`src/design/gpio_mux_pkg.sv`:
```
// constants shared by the gpio block and its bench
// assumes a single 100 mhz clock and a synchronous active-high reset
//
// Notes on behaviour
// - thirty-six pins in five ports: a, b, c, d (four bits) and l.
// - every pin has its own direction bit, input or output.
// - port c inputs pull up or down; other ports pull up only.
// - port c outputs may be open-drain or push-pull; others push-pull only.
// - port a inputs have an optional debounce filter enabled by software.
// - port a flags a change on either edge of any input.
// - direction, pull and drive stay software settings under alternate functions.
// - port l bits 0 to 3 may carry lcd data bits 0 to 3.
// - port l bits 4 to 7: shift clock, alternate drive, line latch, frame.
// - port b: chip selects 1 to 3, timer 0, then led drives 0 to 3.
// - port c bits 0 to 4: spi select, clock, miso, mosi, ready low.
// - port c bits 0 to 3 may instead be serial eeprom select, clock, in, out.
// - port d: timer 2 on bit 3, timer 1, second load, source clock.
// - port d bits 0 to 3 are edge-triggered external interrupts.
package gpio_mux_pkg;

    // -----------------------------------------------------------------
    // port shape
    // -----------------------------------------------------------------
    localparam int PORT_WIDTH   = 8;
    localparam int PORT_D_WIDTH = 4;
    localparam int PIN_COUNT    = 4 * PORT_WIDTH + PORT_D_WIDTH;

    // -----------------------------------------------------------------
    // timing
    // -----------------------------------------------------------------
    localparam int CLK_PERIOD_NS     = 10;
    localparam int DEBOUNCE_TICK_NS  = 1000;
    localparam int DEBOUNCE_TICK_CYC = DEBOUNCE_TICK_NS / CLK_PERIOD_NS;
    localparam int DEBOUNCE_SAMPLES  = 3;

    // -----------------------------------------------------------------
    // values after reset
    // -----------------------------------------------------------------
    localparam logic [7:0] RESET_BYTE = 8'h00;
    localparam logic [3:0] RESET_NIB  = 4'h0;

endpackage

```
`src/design/gpio_ports_with_pin_mux.sv`:
```
// gpio ports a, b, c, d and l with pin multiplexing, debounce and edge events
// assumes configuration bits come straight from a cpu-side register block,
// and pad inputs are already synchronous to sys_clk
module gpio_ports_with_pin_mux #(
    parameter int DEB_TICK = gpio_mux_pkg::DEBOUNCE_TICK_CYC
) (
    input  wire logic                                sys_clk,
    input  wire logic                                reset,
    // pad side, one bit per pin
    input  wire logic [gpio_mux_pkg::PORT_WIDTH-1:0]   pa_in,
    input  wire logic [gpio_mux_pkg::PORT_WIDTH-1:0]   pb_in,
    input  wire logic [gpio_mux_pkg::PORT_WIDTH-1:0]   pc_in,
    input  wire logic [gpio_mux_pkg::PORT_D_WIDTH-1:0] pd_in,
    input  wire logic [gpio_mux_pkg::PORT_WIDTH-1:0]   pl_in,
    output logic      [gpio_mux_pkg::PIN_COUNT-1:0]    pad_out,
    output logic      [gpio_mux_pkg::PIN_COUNT-1:0]    pad_oe,
    output logic      [gpio_mux_pkg::PIN_COUNT-1:0]    pad_pull_up,
    output logic      [gpio_mux_pkg::PIN_COUNT-1:0]    pad_pull_down,
    // software settings, packed a, b, c, d, l from bit 0 upward
    input  wire logic [gpio_mux_pkg::PIN_COUNT-1:0]    pin_dir_out,
    input  wire logic [gpio_mux_pkg::PIN_COUNT-1:0]    pin_data,
    input  wire logic [gpio_mux_pkg::PIN_COUNT-1:0]    pin_pull_en,
    input  wire logic [gpio_mux_pkg::PIN_COUNT-1:0]    pin_alt_en,
    input  wire logic [gpio_mux_pkg::PORT_WIDTH-1:0]   pc_pull_down_sel,
    input  wire logic [gpio_mux_pkg::PORT_WIDTH-1:0]   pc_open_drain,
    input  wire logic [gpio_mux_pkg::PORT_WIDTH-1:0]   pc_eeprom_sel,
    input  wire logic                                  pa_debounce_en,
    input  wire logic [gpio_mux_pkg::PORT_D_WIDTH-1:0] ext_int_rising,
    // alternate function sources
    input  wire logic [3:0]                            lcd_data,
    input  wire logic                                  lcd_shift_clock,
    input  wire logic                                  lcd_alternate_drive,
    input  wire logic                                  lcd_line_latch,
    input  wire logic                                  lcd_frame_marker,
    input  wire logic                                  mem_chip_select_one,
    input  wire logic                                  mem_chip_select_two,
    input  wire logic                                  mem_chip_select_three,
    input  wire logic                                  timer0_out,
    input  wire logic [3:0]                            led_drive,
    input  wire logic                                  spi_select,
    input  wire logic                                  spi_clock,
    input  wire logic                                  spi_miso,
    input  wire logic                                  spi_mosi,
    input  wire logic                                  spi_ready_n,
    input  wire logic                                  eeprom_select,
    input  wire logic                                  eeprom_clock,
    input  wire logic                                  eeprom_data_in,
    input  wire logic                                  eeprom_data_out,
    input  wire logic                                  timer2_out,
    input  wire logic                                  timer1_out,
    input  wire logic                                  lcd_second_load,
    input  wire logic                                  sys_source_clock,
    // state back to software
    output logic      [gpio_mux_pkg::PIN_COUNT-1:0]    pin_level,
    output logic      [gpio_mux_pkg::PORT_WIDTH-1:0]   pa_filtered,
    output logic      [gpio_mux_pkg::PORT_WIDTH-1:0]   pa_change,
    output logic                                       pa_change_any,
    output logic      [gpio_mux_pkg::PORT_D_WIDTH-1:0] ext_int_event
);
    import gpio_mux_pkg::*;

    // -----------------------------------------------------------------
    // elaboration check
    // -----------------------------------------------------------------
    if (DEB_TICK < 2) begin : g_bad_tick
        $error("debounce tick must be at least two cycles");
    end

    localparam int TW = $clog2(DEB_TICK + 1);
    localparam int B0 = PORT_WIDTH;
    localparam int C0 = 2 * PORT_WIDTH;
    localparam int D0 = 3 * PORT_WIDTH;
    localparam int L0 = 3 * PORT_WIDTH + PORT_D_WIDTH;

    // -----------------------------------------------------------------
    // alternate function values per pin
    // -----------------------------------------------------------------
    wire logic [PORT_WIDTH-1:0]   alt_b;
    wire logic [PORT_WIDTH-1:0]   alt_c;
    wire logic [PORT_WIDTH-1:0]   spi_c;
    wire logic [PORT_WIDTH-1:0]   eep_c;
    wire logic [PORT_D_WIDTH-1:0] alt_d;
    wire logic [PORT_WIDTH-1:0]   alt_l;
    wire logic [PIN_COUNT-1:0]    alt_all;
    wire logic [PIN_COUNT-1:0]    alt_ok;
    wire logic [PIN_COUNT-1:0]    src;
    wire logic [PIN_COUNT-1:0]    pad_in_all;
    wire logic [PIN_COUNT-1:0]    is_port_c;
    wire logic [PIN_COUNT-1:0]    od_all;
    wire logic [PIN_COUNT-1:0]    dn_all;

    assign alt_b = {led_drive, timer0_out, mem_chip_select_three,
                    mem_chip_select_two, mem_chip_select_one};
    assign spi_c = {3'h0, spi_ready_n, spi_mosi, spi_miso, spi_clock, spi_select};
    assign eep_c = {4'h0, eeprom_data_out, eeprom_data_in, eeprom_clock,
                    eeprom_select};
    assign alt_c = (pc_eeprom_sel & eep_c) | (~pc_eeprom_sel & spi_c);
    assign alt_d = {timer2_out, timer1_out, lcd_second_load, sys_source_clock};
    assign alt_l = {lcd_frame_marker, lcd_line_latch, lcd_alternate_drive,
                    lcd_shift_clock, lcd_data};
    assign alt_all = {alt_l, alt_d, alt_c, alt_b, RESET_BYTE};

    // port a and the unused high bits of port c (and bits 4+ under eeprom)
    // have no alternate source, so their alt enable falls back to gpio data
    assign alt_ok = {{PORT_WIDTH{1'b1}}, {PORT_D_WIDTH{1'b1}},
                     3'h0, ~pc_eeprom_sel[4], 4'hf,
                     {PORT_WIDTH{1'b1}}, RESET_BYTE};
    assign src = pin_alt_en & alt_ok;
    assign pad_in_all = {pl_in, pd_in, pc_in, pb_in, pa_in};
    assign is_port_c  = {{(PORT_D_WIDTH + PORT_WIDTH){1'b0}}, {PORT_WIDTH{1'b1}},
                         {(2 * PORT_WIDTH){1'b0}}};
    assign od_all = {{(PORT_D_WIDTH + PORT_WIDTH){1'b0}}, pc_open_drain,
                     {(2 * PORT_WIDTH){1'b0}}};
    assign dn_all = {{(PORT_D_WIDTH + PORT_WIDTH){1'b0}}, pc_pull_down_sel,
                     {(2 * PORT_WIDTH){1'b0}}};

    // -----------------------------------------------------------------
    // pad drive: direction, pull and drive remain software's even
    // when the value comes from a peripheral
    // -----------------------------------------------------------------
    wire logic [PIN_COUNT-1:0] value;
    wire logic [PIN_COUNT-1:0] next_out;
    wire logic [PIN_COUNT-1:0] next_oe;
    wire logic [PIN_COUNT-1:0] next_up;
    wire logic [PIN_COUNT-1:0] next_dn;

    assign value    = (src & alt_all) | (~src & pin_data);
    assign next_oe  = pin_dir_out & ~(od_all & value);
    assign next_out = value & ~od_all;
    assign next_up  = ~pin_dir_out & pin_pull_en & ~dn_all;
    assign next_dn  = ~pin_dir_out & pin_pull_en & dn_all & is_port_c;

    // settings are registered, so reset forces inputs with pulls off
    always_ff @(posedge sys_clk) begin
        if (reset) begin
            pad_out       <= '0;
            pad_oe        <= '0;
            pad_pull_up   <= '0;
            pad_pull_down <= '0;
            pin_level     <= '0;
        end else begin
            pad_out       <= next_out;
            pad_oe        <= next_oe;
            pad_pull_up   <= next_up;
            pad_pull_down <= next_dn;
            pin_level     <= pad_in_all;
        end
    end

    // -----------------------------------------------------------------
    // port a debounce: a shared tick, each bit accepted after
    // three equal samples; slow but costs one counter for all bits
    // -----------------------------------------------------------------
    logic [TW-1:0] tick_cnt;
    wire logic     tick;
    logic [PORT_WIDTH-1:0] deb;
    logic [PORT_WIDTH-1:0] pa_prev;
    wire logic [PORT_WIDTH-1:0] next_filt;

    assign tick = (tick_cnt == TW'(DEB_TICK - 1));

    always_ff @(posedge sys_clk) begin
        if (reset || tick) begin
            tick_cnt <= '0;
        end else begin
            tick_cnt <= tick_cnt + TW'(1);
        end
    end

    for (genvar i = 0; i < PORT_WIDTH; i++) begin : g_deb
        logic [DEBOUNCE_SAMPLES-1:0] hist;
        wire logic                   settled;
        assign settled = (hist == {DEBOUNCE_SAMPLES{hist[0]}});
        always_ff @(posedge sys_clk) begin
            if (reset) begin
                hist   <= '0;
                deb[i] <= 1'b0;
            end else if (tick) begin
                hist <= {hist[DEBOUNCE_SAMPLES-2:0], pa_in[i]};
                if (settled) begin
                    deb[i] <= hist[0];
                end
            end
        end
    end

    assign next_filt = pa_debounce_en ? deb : pa_in;

    always_ff @(posedge sys_clk) begin
        if (reset) begin
            pa_prev       <= RESET_BYTE;
            pa_filtered   <= RESET_BYTE;
            pa_change     <= RESET_BYTE;
            pa_change_any <= 1'b0;
        end else begin
            pa_prev       <= next_filt;
            pa_filtered   <= next_filt;
            pa_change     <= next_filt ^ pa_prev;
            pa_change_any <= |(next_filt ^ pa_prev);
        end
    end

    // -----------------------------------------------------------------
    // port d external edge events
    // -----------------------------------------------------------------
    logic [PORT_D_WIDTH-1:0] pd_prev;
    wire logic [PORT_D_WIDTH-1:0] next_evt;

    assign next_evt = (ext_int_rising & pd_in & ~pd_prev)
                    | (~ext_int_rising & ~pd_in & pd_prev);

    always_ff @(posedge sys_clk) begin
        if (reset) begin
            pd_prev       <= RESET_NIB;
            ext_int_event <= RESET_NIB;
        end else begin
            pd_prev       <= pd_in;
            ext_int_event <= next_evt;
        end
    end

    // -----------------------------------------------------------------
    // checks
    // -----------------------------------------------------------------
    reset_input_a: assert property (@(posedge sys_clk)
        reset |=> (pad_oe == '0) && (pad_out == '0))
        else $error("pins not inputs after reset");

    od_high_a: assert property (@(posedge sys_clk) disable iff (reset)
        !(pad_oe[C0] && pad_out[C0] && $past(pc_open_drain[0])))
        else $error("open-drain pin drove high");

    input_no_drive_a: assert property (@(posedge sys_clk) disable iff (reset)
        !$past(pin_dir_out[0]) |-> !pad_oe[0])
        else $error("input pin enabled its driver");

    pull_excl_a: assert property (@(posedge sys_clk) disable iff (reset)
        (pad_pull_down & ~is_port_c) == '0 && (pad_pull_up & pad_pull_down) == '0)
        else $error("illegal pull combination");

    lcd_clock_a: assert property (@(posedge sys_clk) disable iff (reset)
        $past(pin_alt_en[L0+4] && pin_dir_out[L0+4] && !reset)
        |-> pad_out[L0+4] == $past(lcd_shift_clock))
        else $error("lcd shift clock not on port l bit 4");

    led_mux_a: assert property (@(posedge sys_clk) disable iff (reset)
        $past(pin_alt_en[B0+7] && !reset) |-> pad_out[B0+7] == $past(led_drive[3]))
        else $error("led 3 not on port b bit 7");

    pa_change_a: assert property (@(posedge sys_clk) disable iff (reset)
        (!pa_debounce_en && $past(!reset) && pa_in[0] != $past(pa_in[0]))
        |=> pa_change[0] && pa_change_any)
        else $error("port a change missed");

    // a second pulse is only legal when the polarity flipped to falling meanwhile
    ext_edge_a: assert property (@(posedge sys_clk) disable iff (reset)
        (ext_int_rising[3] && $rose(pd_in[3]) && $past(!reset))
        |=> ext_int_event[3] ##1 (!ext_int_event[3] || !$past(ext_int_rising[3])))
        else $error("port d edge event wrong");

    deb_hold_a: assert property (@(posedge sys_clk) disable iff (reset)
        !tick |=> deb == $past(deb))
        else $error("debounced value moved off tick");

    level_copy_a: assert property (@(posedge sys_clk) disable iff (reset)
        $past(!reset) |-> pin_level == $past(pad_in_all))
        else $error("pin level not a copy of the pads");

    gpio_data_a: assert property (@(posedge sys_clk) disable iff (reset)
        $past(!pin_alt_en[B0] && !reset) |-> pad_out[B0] == $past(pin_data[B0]))
        else $error("gpio data not on port b bit 0");

    pc_pull_down_a: assert property (@(posedge sys_clk) disable iff (reset)
        $past(!pin_dir_out[C0+1] && pin_pull_en[C0+1] && pc_pull_down_sel[1] && !reset)
        |-> pad_pull_down[C0+1] && !pad_pull_up[C0+1])
        else $error("port c pull-down not applied");

    alt_dir_a: assert property (@(posedge sys_clk) disable iff (reset)
        $past(pin_alt_en[B0+3] && !pin_dir_out[B0+3] && !reset) |-> !pad_oe[B0+3])
        else $error("alternate function overrode direction");

    lcd_data_a: assert property (@(posedge sys_clk) disable iff (reset)
        $past(pin_alt_en[L0] && !reset) |-> pad_out[L0] == $past(lcd_data[0]))
        else $error("lcd data 0 not on port l bit 0");

    spi_clock_a: assert property (@(posedge sys_clk) disable iff (reset)
        $past(pin_alt_en[C0+1] && !pc_eeprom_sel[1] && !pc_open_drain[1] && !reset)
        |-> pad_out[C0+1] == $past(spi_clock))
        else $error("spi clock not on port c bit 1");

    eeprom_out_a: assert property (@(posedge sys_clk) disable iff (reset)
        $past(pin_alt_en[C0+3] && pc_eeprom_sel[3] && !pc_open_drain[3] && !reset)
        |-> pad_out[C0+3] == $past(eeprom_data_out))
        else $error("eeprom data out not on port c bit 3");

    timer2_pin_a: assert property (@(posedge sys_clk) disable iff (reset)
        $past(pin_alt_en[D0+3] && !reset) |-> pad_out[D0+3] == $past(timer2_out))
        else $error("timer 2 not on port d bit 3");

    ext_fall_a: assert property (@(posedge sys_clk) disable iff (reset)
        (!ext_int_rising[1] && $fell(pd_in[1]) && $past(!reset)) |=> ext_int_event[1])
        else $error("falling edge event missed");

endmodule

```
`config.mk`:
```
export PLATFORM = sky130hd
export DESIGN_NAME = gpio_ports_with_pin_mux
export DESIGN_NICKNAME = d
export VERILOG_FILES = /design/src/design/gpio_mux_pkg.sv /design/src/design/gpio_ports_with_pin_mux.sv
export SDC_FILE = /design/constraint.sdc
export NUM_CORES = 1
export LEC_CHECK = 0
export BUFFER_PORTS_ARGS = -buffer_cell sky130_fd_sc_hd__buf_2
export CAP_MARGIN = 40
export CORE_AREA = 4 4 171 173
export CTS_CLUSTER_DIAMETER = 120
export CTS_CLUSTER_SIZE = 8
export DETAILED_ROUTE_END_ITERATION = 6
export DIE_AREA = 0 0 175 177
export PLACE_DENSITY = 0.64
export SYNTH_ARGS = -nofsm -noshare
export SYNTH_HDL_FRONTEND = slang
export SYNTH_SLANG_ARGS = --single-unit
```
`constraint.sdc`:
```
create_clock -name sys_clk -period 1.43 [get_ports sys_clk]
set_input_delay 0.143 -clock sys_clk [delete_from_list [all_inputs] [get_ports sys_clk]]
set_output_delay 0.143 -clock sys_clk [all_outputs]
set_load 0.01 [all_outputs]
```
==> results.txt <==
outcome - completed
WL final - 26010 µm
crit path DAT - 1870 ps
Seq pwr share - 43.7%
first-pass GRT wire length - 38750 µm
Pwr Total - 14.28 mW
final hold violation count - 0
internal power - 11.06 mW
max-slew violations - 0
GR Util All Layers - 15.58%
max-capacitance violation count - 0
EDFF count, synth - 0
combinational power share - 12.0%
core region area - 0.02763 mm²
post-route ant nets - 0
Synth Flop Type - dfxtp_1
worst reg2reg startpoint - tick_cnt[2]
Setup crit start - tick_cnt[2]
Worst Skew - 5.014 ps
Ports - 441
detailed placement HPWL - 16840 µm
Synth Register Bits - 212
DRC errors left - 0
drt initial violations - 239
CTS tree - done
vias in the first global route - 7148
leakage - 5.917 nW
share of synthesized flip-flops with an asynchronous set or reset - 0%
H-tree Lvls - 1
clock root cell - clkbuf_16
GPL Wtd Cong - 0.8323
Startpoint Class - flop
synth unique cells - 28
share of layout cells above drive strength 1 - 38.06%
clk buf depth - 3
Register Area - 0.004245 mm²
FP Rows - 61
total gr overflow - 0
Setup CP Type - flop to flop
cell count after synthesis - 648
mean post-synth cell area - 10.58 µm²
fill cell count - 2518
Synth top area share - 61.89%
Tcrit/Tclk final - 98.01%
Final setup viols - 0
start point of the worst hold path - spi_ready_n
Req. time, crit path - 1900 ps
peak supply drop - 0.0008576 V
Hold Worst Slack - 30.05 ps
sw frac - 22.58%
Syn. warnings - 0
Via density - 4.210
Hold Path Class - primary input to flop
Post-DP Area - 0.009363 mm²
Max FO, Critical Path - 8
worst skew pair latency - 530 ps
Clock Sinks - 212
vias - 6981
largest net degree at the start of global routing - 40
CP endpoint kind - flop
Initial DRT Pass Iterations - 4
Power Density - 1152 mW/mm²
netlist area before placement - 0.006858 mm²
Sw Pwr - 3.224 mW
Seq/Total Area, Yosys - 61.89%
Fmax - 713.5 MHz
Clock power frac - 44.2%
initial antenna violation count - 5
clock-pin slew of the registers on the worst-case setup and hold paths - 50 ps
Die Ht - 177 µm
RSZ-0062 raised after global routing - true
Area Growth Syn to Fin - 80.77%
Layout Nets - 1518
cts bufs inserted - 30
Synth area leader - dfxtp_1
die area - 0.03098 mm²
top cells by count, synth - dfxtp_1, nor2b_1, nor2_1
final core utilization - 44.87%
Die W - 175 µm
most common cell in the netlist - dfxtp_1
area of the multi-input gates - 0.002495 mm²
main area contributors after synthesis - dfxtp_1, nor2b_1, mux2i_1
Initial Util - 24.82%
Period minus WS final - 1402 ps
post-route cell area - 0.01240 mm²
routed length per instance - 15.69 µm
I/O Buffers - 398
==> per-layer routing <==
metal | routed length [µm] | part of all wire, % | vias to the layer above | track usage (%)
met3 | 2193 | 8.4 | 58 | 4.764
met4 | 786 | 3.0 | 2 | 5.172
met2 | 13100 | 50 | 311 | 28.76
met5 | 11 | 0.042 | - | 0
met1 | 9917 | 38 | 3261 | 17.03
li1 | - | - | 3349 | -
==> worst paths after layout <==
check,end,slack [ps],depth (start not counted)
setup / recovery,g_deb[4].hist[2],30,6
hold / removal,pad_out[20],30,3
setup reg to reg,g_deb[4].hist[2],30,6
hold reg to reg,g_deb[2].hist[2],470,2
==> flip-flops by register name (all words and copies together) (netlist names), 4 cells and up <==
| register | count |
|---|---|
| deb | 8 |
| ext_int_event | 4 |
| g_deb.hist | 24 |
| pa_change | 8 |
| pa_prev | 8 |
| pad_oe | 36 |
| pad_out | 36 |
| pad_pull_down | 8 |
| pad_pull_up | 36 |
| pin_level | 36 |
| tick_cnt | 7 |
==> power by group through the flow <==
stage | registers (mW) | clock network (mW) | logic, mW
2_1_floorplan | 6.49 | 0 | 0.433
3_3_place_gp | 6.35 | 0 | 1.24
3_5_place_dp | 6.36 | 0 | 1.25
4_1_cts | 6.24 | 6.49 | 1.68
5_1_grt | 6.26 | 6.75 | 1.85
6_report | 6.25 | 6.32 | 1.72
==> cell type report <==
| class | count | area share [%] |
|---|---|---|
| clock buffers | 31 | 6.258 |
| well taps | 378 | 3.815 |
| inverters | 3 | 0.09084 |
| diodes | 3 | 0.06056 |
| clock inverters | 1 | 0.2422 |
| repair buffers | 629 | 35.16 |
| multi-input cells | 401 | 20.13 |
| flip-flops and latches | 212 | 34.25 |
==> layout by cell type (no fill, tap or decap), types with 2 or more instances in the layout <==
cell type	synthesis	layout
a31oi_1	8	8
xnor2_1	3	3
nor2_1	62	62
nand2_1	54	49
conb_1	1	28
a21oi_2	0	11
nor2b_1	74	74
dfxtp_1	212	211
clkbuf_16	0	32
nor3_1	7	6
nor4b_1	8	8
nand2_4	0	2
nor4bb_1	8	8
a21oi_1	36	25
inv_1	3	3
nand2_2	0	3
nand3_1	4	3
nor3b_1	37	36
buf_6	0	8
a211oi_1	3	3
dlygate4sd3_1	0	203
nand4_1	2	2
buf_2	3	397
buf_4	30	14
nor4_2	0	4
buf_12	0	6
diode_2	0	3
xor2_1	10	10
nand2b_1	4	4
nor4_1	16	11
mux2i_1	33	33
==> stage by stage <==
stage | instances | setup WS (ps) | setup TNS, ps
after floorplan | 675 | 60.26 | 0
after global placement | 1418 | -11.18 | -21.49
after detailed placement | 1418 | -55.69 | -202.7
after CTS | 1653 | -25.36 | -90.66
after global routing | 1657 | -47.35 | -509.5
final | 1658 | 28.49 | 0
==> cells by family (layout without fill, tap and decap cells) <==
family	after synthesis	after routing	synth area share, %
and+or+nand+nor	278	278	22.48
muxes	33	33	4.817
other	1	31	0.05468
xor gates and xnor gates	13	13	1.660
DFF	212	212	61.89
AOI/OAI and AO/OA	48	48	3.831
adders and majority gates	1	1	0.1824
buffers and inverters	62	664	5.090
==> worst max-delay path: stages (launching register included) <==
cell     delay, ps
dfxtp_2        330
nor4b_4        300
and2b_2        250
buf_6          140
buf_6          130
nand2_1         70
a21oi_2        120
==> repair_timing <==
item | in CTS | in global routing
endpoints found under the hold margin | 172 | 0
pin swaps | 5 | 14
cloned | 0 | 1
hold buffers | 203 | 0
gates resized for setup | 3 | 34
endpoints found under the setup margin | 9 | 30
buffers inserted | 0 | 1
No activity file was read; power rests on OpenSTA's default activity.
